File: config.mk
export PLATFORM = sky130hd
export DESIGN_NAME = ugcs_top
export DESIGN_NICKNAME = d
export VERILOG_FILES = /design/src/hdl/ugcs_pkg.sv /design/src/hdl/ugcs_pin_if.sv /design/src/hdl/ugcs_pin_drive.sv /design/src/hdl/ugcs_pin_sample.sv /design/src/hdl/ugcs_top.sv
export SDC_FILE = /design/constraint.sdc
export NUM_CORES = 1
export LEC_CHECK = 0
export BUFFER_PORTS_ARGS = -buffer_cell sky130_fd_sc_hd__buf_2
export CAP_MARGIN = 20
export CORE_ASPECT_RATIO = 2
export CORE_MARGIN = 2
export CORE_UTILIZATION = 49
export CTS_CLUSTER_SIZE = 12
export DETAILED_ROUTE_END_ITERATION = 7
export HOLD_SLACK_MARGIN = 0.03
export PLACE_DENSITY = 0.88
export SLEW_MARGIN = 40
export SYNTH_ARGS = -nofsm -noshare
export SYNTH_HDL_FRONTEND = slang
export SYNTH_SLANG_ARGS = --single-unit
File: constraint.sdc
create_clock -name CLOCK -period 2.2 [get_ports CLOCK]
set_clock_uncertainty 0.2 [all_clocks]
set_input_delay 0.11 -clock CLOCK [delete_from_list [all_inputs] [get_ports CLOCK]]
set_output_delay 0.11 -clock CLOCK [all_outputs]
set_load 0.01 [all_outputs]
File: src/hdl/ugcs_pkg.sv
/*
 * Shared constants for the upper port configuration and port state block:
 * register offsets, reset values, mode field layout and pin mode codes.
 * Assumes an 8-bit register port with byte offsets as printed.
 */
package ugcs_pkg;

  // ****************************************************************
  // Widths
  // ****************************************************************
  localparam int unsigned ADDR_W      = 8;
  localparam int unsigned DATA_W      = 8;
  localparam int unsigned PIN_COUNT   = 8;
  localparam int unsigned MODE_W      = 2;

  // ****************************************************************
  // Register offsets and reset values
  // ****************************************************************
  localparam logic [7:0] OFF_PORT_OUTPUT_LEVEL = 8'h01;
  localparam logic [7:0] OFF_UPPER_PIN_MODE    = 8'h07;
  localparam logic [7:0] RST_PORT_OUTPUT_LEVEL = 8'h00;
  localparam logic [7:0] RST_UPPER_PIN_MODE    = 8'h00;
  localparam logic [7:0] UNMAPPED_READ         = 8'h00;

  // ****************************************************************
  // Mode field positions inside the upper mode register
  // ****************************************************************
  localparam int unsigned PIN7_MODE_LSB = 6;
  localparam int unsigned PIN6_MODE_LSB = 4;
  localparam int unsigned PIN5_MODE_LSB = 2;
  localparam int unsigned PIN4_MODE_LSB = 0;
  localparam int unsigned UPPER_PIN_BASE = 4;

  // ****************************************************************
  // Pin mode codes
  // ****************************************************************
  typedef enum logic [1:0] {
    UGCS_MODE_OPEN_DRAIN = 2'h0,
    UGCS_MODE_INPUT      = 2'h1,
    UGCS_MODE_PUSH_PULL  = 2'h2,
    UGCS_MODE_INPUT_ALT  = 2'h3
  } ugcs_mode_t;

endpackage : ugcs_pkg

File: src/hdl/ugcs_pin_if.sv
/*
 * Carrier between the register core, the pin drivers and the pin sampler.
 * Assumes all parties share one clock and the synchronised reset.
 */
`timescale 1ns/1ps

interface ugcs_pin_if;

  logic [7:0] upper_pin_mode;
  logic [7:0] lower_pin_mode;
  logic [7:0] port_output_level;
  logic [7:0] port_pin_levels;

  // Register core: owns the mode and level registers, reads pin levels.
  modport core (
    output upper_pin_mode,
    output lower_pin_mode,
    output port_output_level,
    input  port_pin_levels
  );

  // Pin drivers: turn modes and levels into drive and enable.
  modport drive (
    input  upper_pin_mode,
    input  lower_pin_mode,
    input  port_output_level
  );

  // Pin sampler: returns the levels seen on the pins.
  modport sample (
    output port_pin_levels
  );

endinterface : ugcs_pin_if

File: src/hdl/ugcs_pin_drive.sv
/*
 * Per-pin output stage: decodes each two-bit mode and drives pin level and
 * active-low output enable from flip-flops.
 * Assumes the caller resolves the pin wire from the enable.
 */
`timescale 1ns/1ps

module ugcs_pin_drive (
  input  wire logic       clk,
  input  wire logic       rst_n,
  ugcs_pin_if.drive       pins,
  output logic      [7:0] pin_out,
  output logic      [7:0] pin_oe_n
);

  // ****************************************************************
  // Per-pin mode decode
  // ****************************************************************
  logic [15:0] all_modes;

  assign all_modes = {pins.upper_pin_mode, pins.lower_pin_mode};

  for (genvar i = 0; i < 8; i++) begin : g_pin
    ugcs_pkg::ugcs_mode_t mode;
    logic                 next_out;
    logic                 next_oe_n;

    assign mode = ugcs_pkg::ugcs_mode_t'(all_modes[2*i +: 2]);

    // Open drain pulls low for a 0 and releases for a 1; input modes never drive.
    always_comb begin
      next_out  = 1'b0;
      next_oe_n = 1'b1;
      unique case (mode)
        ugcs_pkg::UGCS_MODE_OPEN_DRAIN: begin
          next_out  = 1'b0;
          next_oe_n = pins.port_output_level[i];
        end
        ugcs_pkg::UGCS_MODE_PUSH_PULL: begin
          next_out  = pins.port_output_level[i];
          next_oe_n = 1'b0;
        end
        ugcs_pkg::UGCS_MODE_INPUT,
        ugcs_pkg::UGCS_MODE_INPUT_ALT: begin
          next_out  = 1'b0;
          next_oe_n = 1'b1;
        end
      endcase
    end

    // Registered so the pads see no decode glitches; reset leaves pins undriven.
    always_ff @(posedge clk or negedge rst_n) begin
      if (!rst_n) begin
        pin_out[i]  <= 1'b0;
        pin_oe_n[i] <= 1'b1;
      end else begin
        pin_out[i]  <= next_out;
        pin_oe_n[i] <= next_oe_n;
      end
    end
  end

endmodule : ugcs_pin_drive

File: src/hdl/ugcs_pin_sample.sv
/*
 * Pin level sampler: registers the levels present on the eight port pins.
 * Assumes pin inputs are synchronous to the clock.
 */
`timescale 1ns/1ps

module ugcs_pin_sample (
  input  wire logic       clk,
  input  wire logic       rst_n,
  input  wire logic [7:0] pin_in,
  ugcs_pin_if.sample      pins
);

  logic [7:0] next_levels;

  // One register stage; the level read back is the pin, not the written value.
  always_comb begin
    next_levels = pin_in;
  end

  always_ff @(posedge clk or negedge rst_n) begin
    if (!rst_n) begin
      pins.port_pin_levels <= 8'h00;
    end else begin
      pins.port_pin_levels <= next_levels;
    end
  end

endmodule : ugcs_pin_sample

File: src/hdl/ugcs_top.sv
/*
 * Upper port configuration and port state block: register port, mode and
 * level registers, pin drivers and pin sampler.
 * Assumes one 25 MHz clock, pin inputs synchronous to it, and an external
 * owner of the lower pin mode configuration driving LOWER_PIN_MODE.
 */
// The strobed register port is this design's own decision.
// What this block does
// - Pin 7 mode field sits in upper mode register bits 7 and 6.
// - Pin 6 mode field sits in upper mode register bits 5 and 4.
// - Pin 5 mode field sits in upper mode register bits 3 and 2.
// - Pin 4 mode field sits in upper mode register bits 1 and 0.
// - Mode 00 open drain, 01 input, 10 push-pull, 11 input.
// - Writing the port state register sets each pin's output level, bit per pin.
// - Reading the port state register returns sampled pin levels, not written values.
`timescale 1ns/1ps

module ugcs_top (
  input  wire logic       CLOCK,
  input  wire logic       NRST,
  input  wire logic [7:0] ADDR,
  input  wire logic [7:0] WDATA,
  input  wire logic       WR,
  input  wire logic       RD,
  output logic      [7:0] RDATA,
  input  wire logic [7:0] LOWER_PIN_MODE,
  input  wire logic [7:0] PIN_IN,
  output logic      [7:0] PIN_OUT,
  output logic      [7:0] PIN_OE_N
);

  // ****************************************************************
  // Reset release
  // ****************************************************************

  logic rst_meta_n;
  logic rst_n;

  // Reset asserts at once but leaves on the clock, so no flop sees a partial release.
  always_ff @(posedge CLOCK or negedge NRST) begin
    if (!NRST) begin
      rst_meta_n <= 1'b0;
      rst_n      <= 1'b0;
    end else begin
      rst_meta_n <= 1'b1;
      rst_n      <= rst_meta_n;
    end
  end

  // ****************************************************************
  // Register port
  // ****************************************************************

  ugcs_pin_if pins ();

  logic [7:0] upper_pin_mode;
  logic [7:0] port_output_level;
  logic [7:0] read_data;
  logic [7:0] next_upper_pin_mode;
  logic [7:0] next_port_output_level;
  logic [7:0] next_read_data;
  logic       hit_level;
  logic       hit_mode;

  // Offsets decode exactly; there are no aliases, which keeps every other offset reading zero.
  assign hit_level = (ADDR == ugcs_pkg::OFF_PORT_OUTPUT_LEVEL);
  assign hit_mode  = (ADDR == ugcs_pkg::OFF_UPPER_PIN_MODE);

  // Writes to unmapped offsets are dropped; every field is stored whole.
  always_comb begin
    next_upper_pin_mode    = upper_pin_mode;
    next_port_output_level = port_output_level;
    if (WR && hit_mode) begin
      next_upper_pin_mode[ugcs_pkg::PIN7_MODE_LSB +: 2] = WDATA[ugcs_pkg::PIN7_MODE_LSB +: 2];
      next_upper_pin_mode[ugcs_pkg::PIN6_MODE_LSB +: 2] = WDATA[ugcs_pkg::PIN6_MODE_LSB +: 2];
      next_upper_pin_mode[ugcs_pkg::PIN5_MODE_LSB +: 2] = WDATA[ugcs_pkg::PIN5_MODE_LSB +: 2];
      next_upper_pin_mode[ugcs_pkg::PIN4_MODE_LSB +: 2] = WDATA[ugcs_pkg::PIN4_MODE_LSB +: 2];
    end
    if (WR && hit_level) begin
      next_port_output_level = WDATA;
    end
  end

  // Read data is captured on the strobe and held only for the following cycle.
  always_comb begin
    next_read_data = ugcs_pkg::UNMAPPED_READ;
    if (RD && hit_level) begin
      next_read_data = pins.port_pin_levels;
    end else if (RD && hit_mode) begin
      next_read_data = upper_pin_mode;
    end
  end

  always_ff @(posedge CLOCK or negedge rst_n) begin
    if (!rst_n) begin
      upper_pin_mode    <= ugcs_pkg::RST_UPPER_PIN_MODE;
      port_output_level <= ugcs_pkg::RST_PORT_OUTPUT_LEVEL;
      read_data         <= ugcs_pkg::UNMAPPED_READ;
    end else begin
      upper_pin_mode    <= next_upper_pin_mode;
      port_output_level <= next_port_output_level;
      read_data         <= next_read_data;
    end
  end

  // The carrier hands the stored registers to the pad stage; lower modes come straight from the port.
  assign RDATA                  = read_data;
  assign pins.upper_pin_mode    = upper_pin_mode;
  assign pins.lower_pin_mode    = LOWER_PIN_MODE;
  assign pins.port_output_level = port_output_level;

  // ****************************************************************
  // Pin stages
  // ****************************************************************

  ugcs_pin_drive u_drive (
    .clk      (CLOCK),
    .rst_n    (rst_n),
    .pins     (pins.drive),
    .pin_out  (PIN_OUT),
    .pin_oe_n (PIN_OE_N)
  );

  ugcs_pin_sample u_sample (
    .clk    (CLOCK),
    .rst_n  (rst_n),
    .pin_in (PIN_IN),
    .pins   (pins.sample)
  );

  logic       wr_mode;
  logic       wr_level;
  logic       rd_level;
  logic       rd_other;
  logic [1:0] wd_pin7;
  logic [1:0] wd_pin6;
  logic [1:0] wd_pin5;
  logic [1:0] wd_pin4;
  // Mode fields by pin (7 to 4 stored, 3 and 0 from LOWER_PIN_MODE), so that the drive checks read like the mode table.
  logic [1:0] mode_pin7;
  logic [1:0] mode_pin6;
  logic [1:0] mode_pin5;
  logic [1:0] mode_pin4;
  logic [1:0] mode_pin3;
  logic [1:0] mode_pin0;

  assign wr_mode  = WR && hit_mode;
  assign wr_level = WR && hit_level;
  assign rd_level = RD && hit_level;
  assign rd_other = RD && !hit_level && !hit_mode;
  assign wd_pin7  = WDATA[7:6];
  assign wd_pin6  = WDATA[5:4];
  assign wd_pin5  = WDATA[3:2];
  assign wd_pin4  = WDATA[1:0];
  assign mode_pin7 = upper_pin_mode[ugcs_pkg::PIN7_MODE_LSB +: 2];
  assign mode_pin6 = upper_pin_mode[ugcs_pkg::PIN6_MODE_LSB +: 2];
  assign mode_pin5 = upper_pin_mode[ugcs_pkg::PIN5_MODE_LSB +: 2];
  assign mode_pin4 = upper_pin_mode[ugcs_pkg::PIN4_MODE_LSB +: 2];
  assign mode_pin3 = LOWER_PIN_MODE[7:6];
  assign mode_pin0 = LOWER_PIN_MODE[1:0];
endmodule : ugcs_top

==> results of run 1 <==
[logic make-up after synthesis]
family / synth area share [%]
DFF: 70.9
and+or+nand+nor: 9.99
AOI/OAI and AO/OA: 6.76
muxes: 10.1
buffers and inverters: 1.97
other: 0.211
[per-stage QoR]
stage | power, mW | util (%) | setup WS [ns]
after floorplan | 1.05 | - | 0.519
final | 1.76 | 72.8 | 0.742
after global placement | 1.11 | 61.1 | 0.672
after detailed placement | 1.12 | 61.1 | 0.622
after global routing | 1.84 | 72.8 | 0.673
after CTS | 1.78 | 72.8 | 0.809
[state kept, by name, summed over array words and instances, names as in the netlist]
name and flops:
RDATA 8, pins.port_output_level 8, pins.upper_pin_mode 8, rst_meta_n 1, rst_n 1, u_drive.pin_oe_n 8, u_drive.pin_out 8, u_sample.pins.port_pin_levels 8
[layout make-up]
class / count / area share, %
inverter: 8 / 1.17
multi-input combinational: 63 / 18.8
sequential: 50 / 49.1
clock buffer: 6 / 2.83
tap: 49 / 2.39
timing repair buffer: 91 / 24.3
clock inverter: 2 / 1.46
[routing by layer]
metal  wire (um)  track usage (%)  up-vias  part of all wire (%)
met2        2180             40.0       61                    56
met1        1380             23.0      622                    36
met3         245             4.85        5                   6.3
met5           0                0        -                     0
li1            -                -      602                     -
met4          71             8.57        0                   1.8
[placed cells by master (no fill, tap or decap)]
master and count:
dfrtp_1 41, a22oi_1 8, dlygate4sd3_1 30, nor4b_4 1, nand3_4 1, dfrtp_2 1, conb_1 1, nor4_4 1
buf_12 1, nand3_2 1, clkinvlp_4 1, and4b_2 1, nor2_1 16, nand2_1 9, bufinv_16 1, mux2_2 16
dfstp_2 8, inv_1 8, a21o_1 8, buf_2 59, buf_4 1, clkbuf_8 5, clkbuf_1 1
[worst paths after layout]
check	start	to	cells past startpoint
setup / recovery	LOWER_PIN_MODE[5]	u_drive.pin_out[2]$_DFF_PN0_	5
hold / removal	rst_n$_DFF_PN0_	u_sample.pins.port_pin_levels[3]$_DFF_PN0_	0
setup reg to reg	pins.port_output_level[2]$_DFFE_PN0P_	u_drive.pin_out[2]$_DFF_PN0_	3
hold reg to reg	rst_n$_DFF_PN0_	u_sample.pins.port_pin_levels[3]$_DFF_PN0_	0
max in group asynchronous	rst_n$_DFF_PN0_	u_drive.pin_oe_n[0]$_DFF_PN1_	1
min in group CLOCK	RD	RDATA[0]$_DFF_PN0_	3
[worst register-to-register path: cells and delay by family (launching register included)]
family                 cells  cell delay, ns
and+or+nand+nor            2            0.13
DFF                        1            0.41
buffers and inverters      1            0.56
[power by group]
group / switching, mW / internal [mW]
registers: 0.0272 / 0.961
clock network: 0.288 / 0.339
logic: 0.0606 / 0.0893
==> flow_summary.yaml, run 1 <==
status:
  outcome: "completed"
setup_path:
  worstPathMaxFanout: 2
  cp_top_family: "buffers and inverters"
  cp_cell_sequence: "dlygate4sd3_1, buf_2, nand2_1, nor2_1, dlygate4sd3_1"
  r2r_setup_slack_ns: 0.79
  critPathMaxStageDelay_ns: 0.56
  cp-end-kind: "register"
  startpoint_type: "primary input"
  path_class: "in2reg"
  cp_common_cell: "dlygate4sd3_1"
  cp.arrival_ns: 1.45
  slowest_stage: "dlygate4sd3_1"
  critPathRequiredTime_ns: 2.19
  cp_num_buf_inv: 3
power:
  irDropWorstVdd_mv: 0.619
  p_per_area_nw_per_um2: 687
  p_leak_nw: 1.35
floorplan:
  ios: 60
  num_rows: 31
  core_um2: 3530
  start_util_pct: 50.4
  dieHeight_um: 89.2
  dieArea_um2: 4160
  fp.dieW_um: 46.6
synth:
  synth-main-ff-cell: "dfrtp_1"
  synth_area_leaders: "dfrtp_1 59%, dfstp_2 12%, mux2_2 10%"
  syn-num-nets: 158
  avgSynthCellArea_um2: 14.6
  synth_top_area_share_pct: 59.1
  synth_cells: 122
  seq_area_frac_synth_pct: 70.9
  synth_top_area_cell: "dfrtp_1"
  yosysWarnings: 0
  ys_ff_latch: 50
  synth_edf_count: 0
  yosysMostFrequentCell: "dfrtp_1"
  synth_area_um2: 1780
  netlist_top_cells_count: "42 x dfrtp_1, 16 x mux2_2, 16 x nor2_1"
  ys_types: 15
  ys_async_sr_fraction_pct: 100
clocking:
  clock_sinks: 50
  cts_buffers: 5
  worstSkewPairLatency_ns: 0.30
  cts_setup_buffers: 0
  cts_tree: "built"
  clk_pin_slew_ns: 0.09
  postCtsHoldBufs: 30
  htree_num_levels: 2
  cts_buffer_depth: 2
  cts.repair.resized: 0
  clock-root-buffer: "clkbuf_8"
cells_and_area:
  area_delta_synth_final_pct: 44.5
  fillers: 228
  fin_cells: 269
  layout-drive-gt1-share_pct: 44.5
  fin_nets: 255
  regArea_um2: 1260
  fin_area_um2: 2570
  n_antenna_cell: 0
  multiInputGateArea_um2: 482
timing:
  rsz0062_at_grt: "no"
  setup_viol: 0
  fin_crit_sh_pct: 66.3
  period_minus_slack_ns: 1.46
  setup_tns_ns: 0
  finalMaxSlewViolations: 0
  fmaxAchievable_mhz: 686
  relSlewSlack_pct: 64.9
  final-hold-violation-count: 0
  fin_hold_ws_ns: 0.0443
  tightest_slew_ns: 0.527
placed_design:
  hpwl_mm: 2.41
  io_buffers: 59
  dp_cells: 231
  placed_area_um2: 2160
  finalWeightedCongestion: 0.778
global_routing:
  grt_pass1_vias: 1434
  grt_antenna_before_repair: 0
  grt_overflow: 0
  grt_max_degree: 26
  grt_usage_pct: 21.9
  grt_first_pass_wirelength_mm: 6.29
routing:
  drcViolationCount: 0
  via_count: 1290
  avgViaCountPerCell: 4.80
  antenna_left: 0
  drt-initial-drc-count: 15
  routed_wl_mm: 3.89
  dr.pass1.iters: 4
  post_drt_wl_per_cell_um: 14.4
hold_path:
  min_path_type: "reg2async"
flow_run:
  max-cap-violations: 0
Note: power is estimated with default switching activity, not from simulation.
==> run 2: changes to the inputs <==
clock period = 1.4 ns   (was 2.2 ns; I/O delays follow)
==> flow_summary.yaml, run 2 (synthesis results as in run 1) <==
floorplan:
  core_um2: 3530
  dieArea_um2: 4160
  dieHeight_um: 89.2
  start_util_pct: 50.4
  fp.dieW_um: 46.6
  num_rows: 31
  ios: 60
clocking:
  cts_tree: "built"
  htree_num_levels: 2
  cts_buffer_depth: 2
  worstSkewPairLatency_ns: 0.30
  clock_sinks: 50
  cts_buffers: 5
  clock-root-buffer: "clkbuf_8"
  cts.repair.resized: 0
  clk_pin_slew_ns: 0.09
timing:
  period_minus_slack_ns: 1.43
  setup_viol: 1
  fmaxAchievable_mhz: 698
  fin_ws_ns: -0.0330
  rsz0062_at_grt: "yes"
  finalMaxSlewViolations: 0
  final-hold-violation-count: 0
  fin_hold_ws_ns: 0.0343
  fin_crit_sh_pct: 102
cells_and_area:
  area_delta_synth_final_pct: 47.2
  final_common_cell: "buf_2"
  layout_common_cells: "59 x buf_2, 41 x dfrtp_1, 29 x dlygate4sd3_1"
  fillers: 209
  multiInputGateArea_um2: 482
  regArea_um2: 1260
  layout-drive-gt1-share_pct: 46.5
  fin_cells: 275
  n_antenna_cell: 0
  fin_nets: 261
routing:
  dr.pass1.iters: 4
  antenna_left: 0
  avgViaCountPerCell: 4.92
  via_count: 1352
  drcViolationCount: 0
  drt-initial-drc-count: 30
  post_drt_wl_per_cell_um: 15.6
  routed_wl_mm: 4.28
hold_path:
  min_path_type: "reg2async"
global_routing:
  grt_antenna_before_repair: 0
  grt_first_pass_wirelength_mm: 6.60
  grt_pass1_vias: 1495
  grt_overflow: 0
  grt_max_degree: 49
  grt_usage_pct: 23.4
setup_path:
  critPathRequiredTime_ns: 1.39
  slowest_stage: "dlygate4sd3_1"
  startpoint_type: "primary input"
  cp.arrival_ns: 1.42
  cp-end-kind: "register"
  path_class: "in2reg"
  critPathMaxStageDelay_ns: 0.57
  worstPathMaxFanout: 2
  cp_cell_sequence: "dlygate4sd3_1, buf_2, nand2_1, nor2_1, dlygate4sd3_1"
  cp_common_cell: "dlygate4sd3_1"
status:
  outcome: "finished, violations left"
  violations: "negative setup slack"
placed_design:
  dp_slack_ns: -0.0820
  dp_cells: 233
  io_buffers: 59
  finalWeightedCongestion: 0.748
  hpwl_mm: 2.37
power:
  power_mw: 2.84
  p_leak_nw: 1.39
  irDropWorstVdd_mv: 0.883
  p_per_area_nw_per_um2: 1090
flow_run:
  max-cap-violations: 0
[run 2: changes by cell type in the layout (fill, tap and decap cells not counted), sizes merged]
cell | previous run | this run
clkbuf | 6 | 7
dlygate4sd3 | 30 | 29
clkinvlp | 1 | 0
buf | 61 | 68
[run 2: metrics by stage]
step	TNS (ns)	util [%]	cell area, um^2
after floorplan	0	-	1780
after global placement	-0.159	61.6	2170
after detailed placement	-1.10	61.6	2170
after CTS	0	73.9	2610
after global routing	-0.0367	74.2	2620
final	-0.0330	74.2	2620
[run 2: final timing paths]
kind | startpoint | end | slack (ns) | cells past startpoint
setup / recovery | LOWER_PIN_MODE[7] | u_drive.pin_out[3]$_DFF_PN0_ | -0.03 | 5
hold / removal | rst_n$_DFF_PN0_ | u_drive.pin_out[5]$_DFF_PN0_ | 0.03 | 1
setup reg to reg | pins.port_output_level[3]$_DFFE_PN0P_ | u_drive.pin_out[3]$_DFF_PN0_ | -0.02 | 3
hold reg to reg | rst_n$_DFF_PN0_ | u_drive.pin_out[5]$_DFF_PN0_ | 0.03 | 1
max in group asynchronous | NRST | rst_n$_DFF_PN0_ | 0.45 | 3
min in group CLOCK | ADDR[2] | pins.port_output_level[5]$_DFFE_PN0P_ | 0.07 | 4
[run 2: area by class of cell]
| class | count | share of cell area (%) |
|---|---|---|
| sequential | 50 | 48.2 |
| timing repair buffer | 97 | 25.4 |
| multi-input combinational | 63 | 18.4 |
| clock buffer | 7 | 3.30 |
| tap | 49 | 2.34 |
| clock inverter | 1 | 1.15 |
| inverter | 8 | 1.15 |
[run 2: timing repair]
| action | in CTS | in global routing |
|---|---|---|
| endpoints found under the setup margin | 0 | 4 |
| hold buffers | 32 | 0 |
| buffers inserted | 0 | 5 |
| hold endpoints to repair | 40 | 0 |
[run 2: per-layer routing]
| layer | GRT usage, % | share of wire, % |
|---|---|---|
| met4 | 8.83 | 2.0 |
| met5 | 0 | 0 |
| met1 | 22.3 | 33 |
| met2 | 44.3 | 57 |
| met3 | 6.06 | 7.1 |
[run 2: where the power goes]
| part | internal (mW) | switching (mW) | total, mW |
|---|---|---|---|
| logic | 0.153 | 0.114 | 0.267 |
| registers | 1.51 | 0.0307 | 1.54 |
| clock network | 0.582 | 0.455 | 1.04 |
[run 2: critical path, delay by kind of cell]
| kind | cells | cell delay (ns) |
|---|---|---|
| simple gates | 2 | 0.10 |
| buf+inv | 3 | 1.26 |
==> run 3: changes to the inputs <==
GPL_TIMING_DRIVEN = 0   (was default)
==> flow_summary.yaml, run 3 (synthesis results as in run 1) <==
global_routing:
  grt_overflow: 0
  grt_max_degree: 49
  grt_usage_pct: 23.3
  grt_first_pass_wirelength_mm: 6.61
  grt_pass1_vias: 1509
  grt_antenna_before_repair: 0
hold_path:
  min_path_type: "in2reg"
setup_path:
  critPathMaxStageDelay_ns: 0.54
  cp-end-kind: "register"
  cp_cell_sequence: "nand2_1, nor2_1, dlygate4sd3_1"
  startpoint_type: "register"
  path_class: "reg2reg"
  slowest_stage: "dlygate4sd3_1"
  cp.arrival_ns: 1.35
  critPathRequiredTime_ns: 1.38
  worstPathMaxFanout: 3
routing:
  drt-initial-drc-count: 18
  dr.pass1.iters: 5
  drcViolationCount: 0
  routed_wl_mm: 3.95
  avgViaCountPerCell: 4.83
  via_count: 1310
  post_drt_wl_per_cell_um: 14.6
  antenna_left: 0
timing:
  finalMaxSlewViolations: 0
  final-hold-violation-count: 0
  fin_crit_sh_pct: 97.5
  setup_tns_ns: 0
  period_minus_slack_ns: 1.36
  setup_viol: 0
  tightest_slew_ns: 0.575
  relSlewSlack_pct: 61.7
  fmaxAchievable_mhz: 733
floorplan:
  fp.dieW_um: 46.6
  dieArea_um2: 4160
  start_util_pct: 50.4
  dieHeight_um: 89.2
  core_um2: 3530
  ios: 60
  num_rows: 31
clocking:
  htree_num_levels: 2
  cts_buffers: 5
  worstSkewPairLatency_ns: 0.30
  clock_sinks: 50
  cts_tree: "built"
  clock-root-buffer: "clkbuf_8"
  cts_buffer_depth: 2
  clk_pin_slew_ns: 0.08
power:
  power_mw: 2.62
  p_per_area_nw_per_um2: 1020
  irDropWorstVdd_mv: 1.13
  p_leak_nw: 1.35
cells_and_area:
  fillers: 236
  fin_nets: 257
  multiInputGateArea_um2: 482
  final_common_cell: "buf_2"
  n_antenna_cell: 0
  regArea_um2: 1260
  layout-drive-gt1-share_pct: 45.0
  area_delta_synth_final_pct: 43.8
  layout_common_cells: "58 x buf_2, 41 x dfrtp_1, 30 x dlygate4sd3_1"
placed_design:
  hpwl_mm: 2.39
  io_buffers: 59
  finalWeightedCongestion: 0.736
status:
  outcome: "completed"
flow_run:
  max-cap-violations: 0
[run 3: worst max-delay path: cells and delay by family, from the launching register on]
kind | cells | cell delay (ns)
and+or+nand+nor | 2 | 0.12
buffers and inverters | 1 | 0.54
DFF | 1 | 0.40
[run 3: report_power, final]
part	total, mW	internal (mW)	switching [mW]
clock	0.832	0.399	0.433
combinational	0.227	0.142	0.0842
sequential	1.56	1.51	0.0524
[run 3: final timing paths]
check	startpoint	end	slack, ns	cells after the start
worst max-delay path	pins.port_output_level[3]$_DFFE_PN0P_	u_drive.pin_out[3]$_DFF_PN0_	0.04	3
worst min-delay path	ADDR[6]	RDATA[2]$_DFF_PN0_	0.06	4
worst max register to register	pins.port_output_level[3]$_DFFE_PN0P_	u_drive.pin_out[3]$_DFF_PN0_	0.04	3
worst min register to register	rst_n$_DFF_PN0_	u_drive.pin_out[1]$_DFF_PN0_	0.13	0
max in group asynchronous	NRST	rst_n$_DFF_PN0_	0.45	3
min in group asynchronous	rst_n$_DFF_PN0_	u_drive.pin_out[1]$_DFF_PN0_	0.13	0
[run 3: per-stage QoR]
step                      hold WS [ns]  cells  instance area [um^2]  worst slack [ns]  util (%)
after CTS                       0.0225    270                  2550            0.0120      72.2
after detailed placement        -0.343    230                  2140            -0.313      60.6
after floorplan                 -0.426    122                  1780            0.0713         -
after global placement          -0.344    230                  2140            -0.274      60.5
after global routing            0.0959    271                  2560          -0.00430      72.5
final                           0.0609    271                  2560            0.0356      72.5
[run 3: layout make-up]
cell class / count / share of cell area, %
plain buffers: 1 / 0.196
well taps: 49 / 2.40
inverters: 8 / 1.17
multi-input cells: 63 / 18.8
clock buffers: 7 / 3.38
flip-flops and latches: 50 / 49.5
clock inverters: 1 / 0.196
repair buffers: 92 / 24.4
[run 3: metal layers]
metal	vias up	GRT usage, %	share of wire [%]
met5	-	0	0
met4	0	10.6	1.5
met3	6	7.47	7.9
met2	64	41.4	57
met1	636	23.1	34
li1	604	-	-
[run 3: what timing repair did]
item | 4_1_cts | 5_1_grt
setup endpoints to repair | 0 | 12
hold endpoints to repair | 42 | 0
resized for setup | 0 | 0
buffers inserted | 0 | 5
hold buffers | 32 | 0
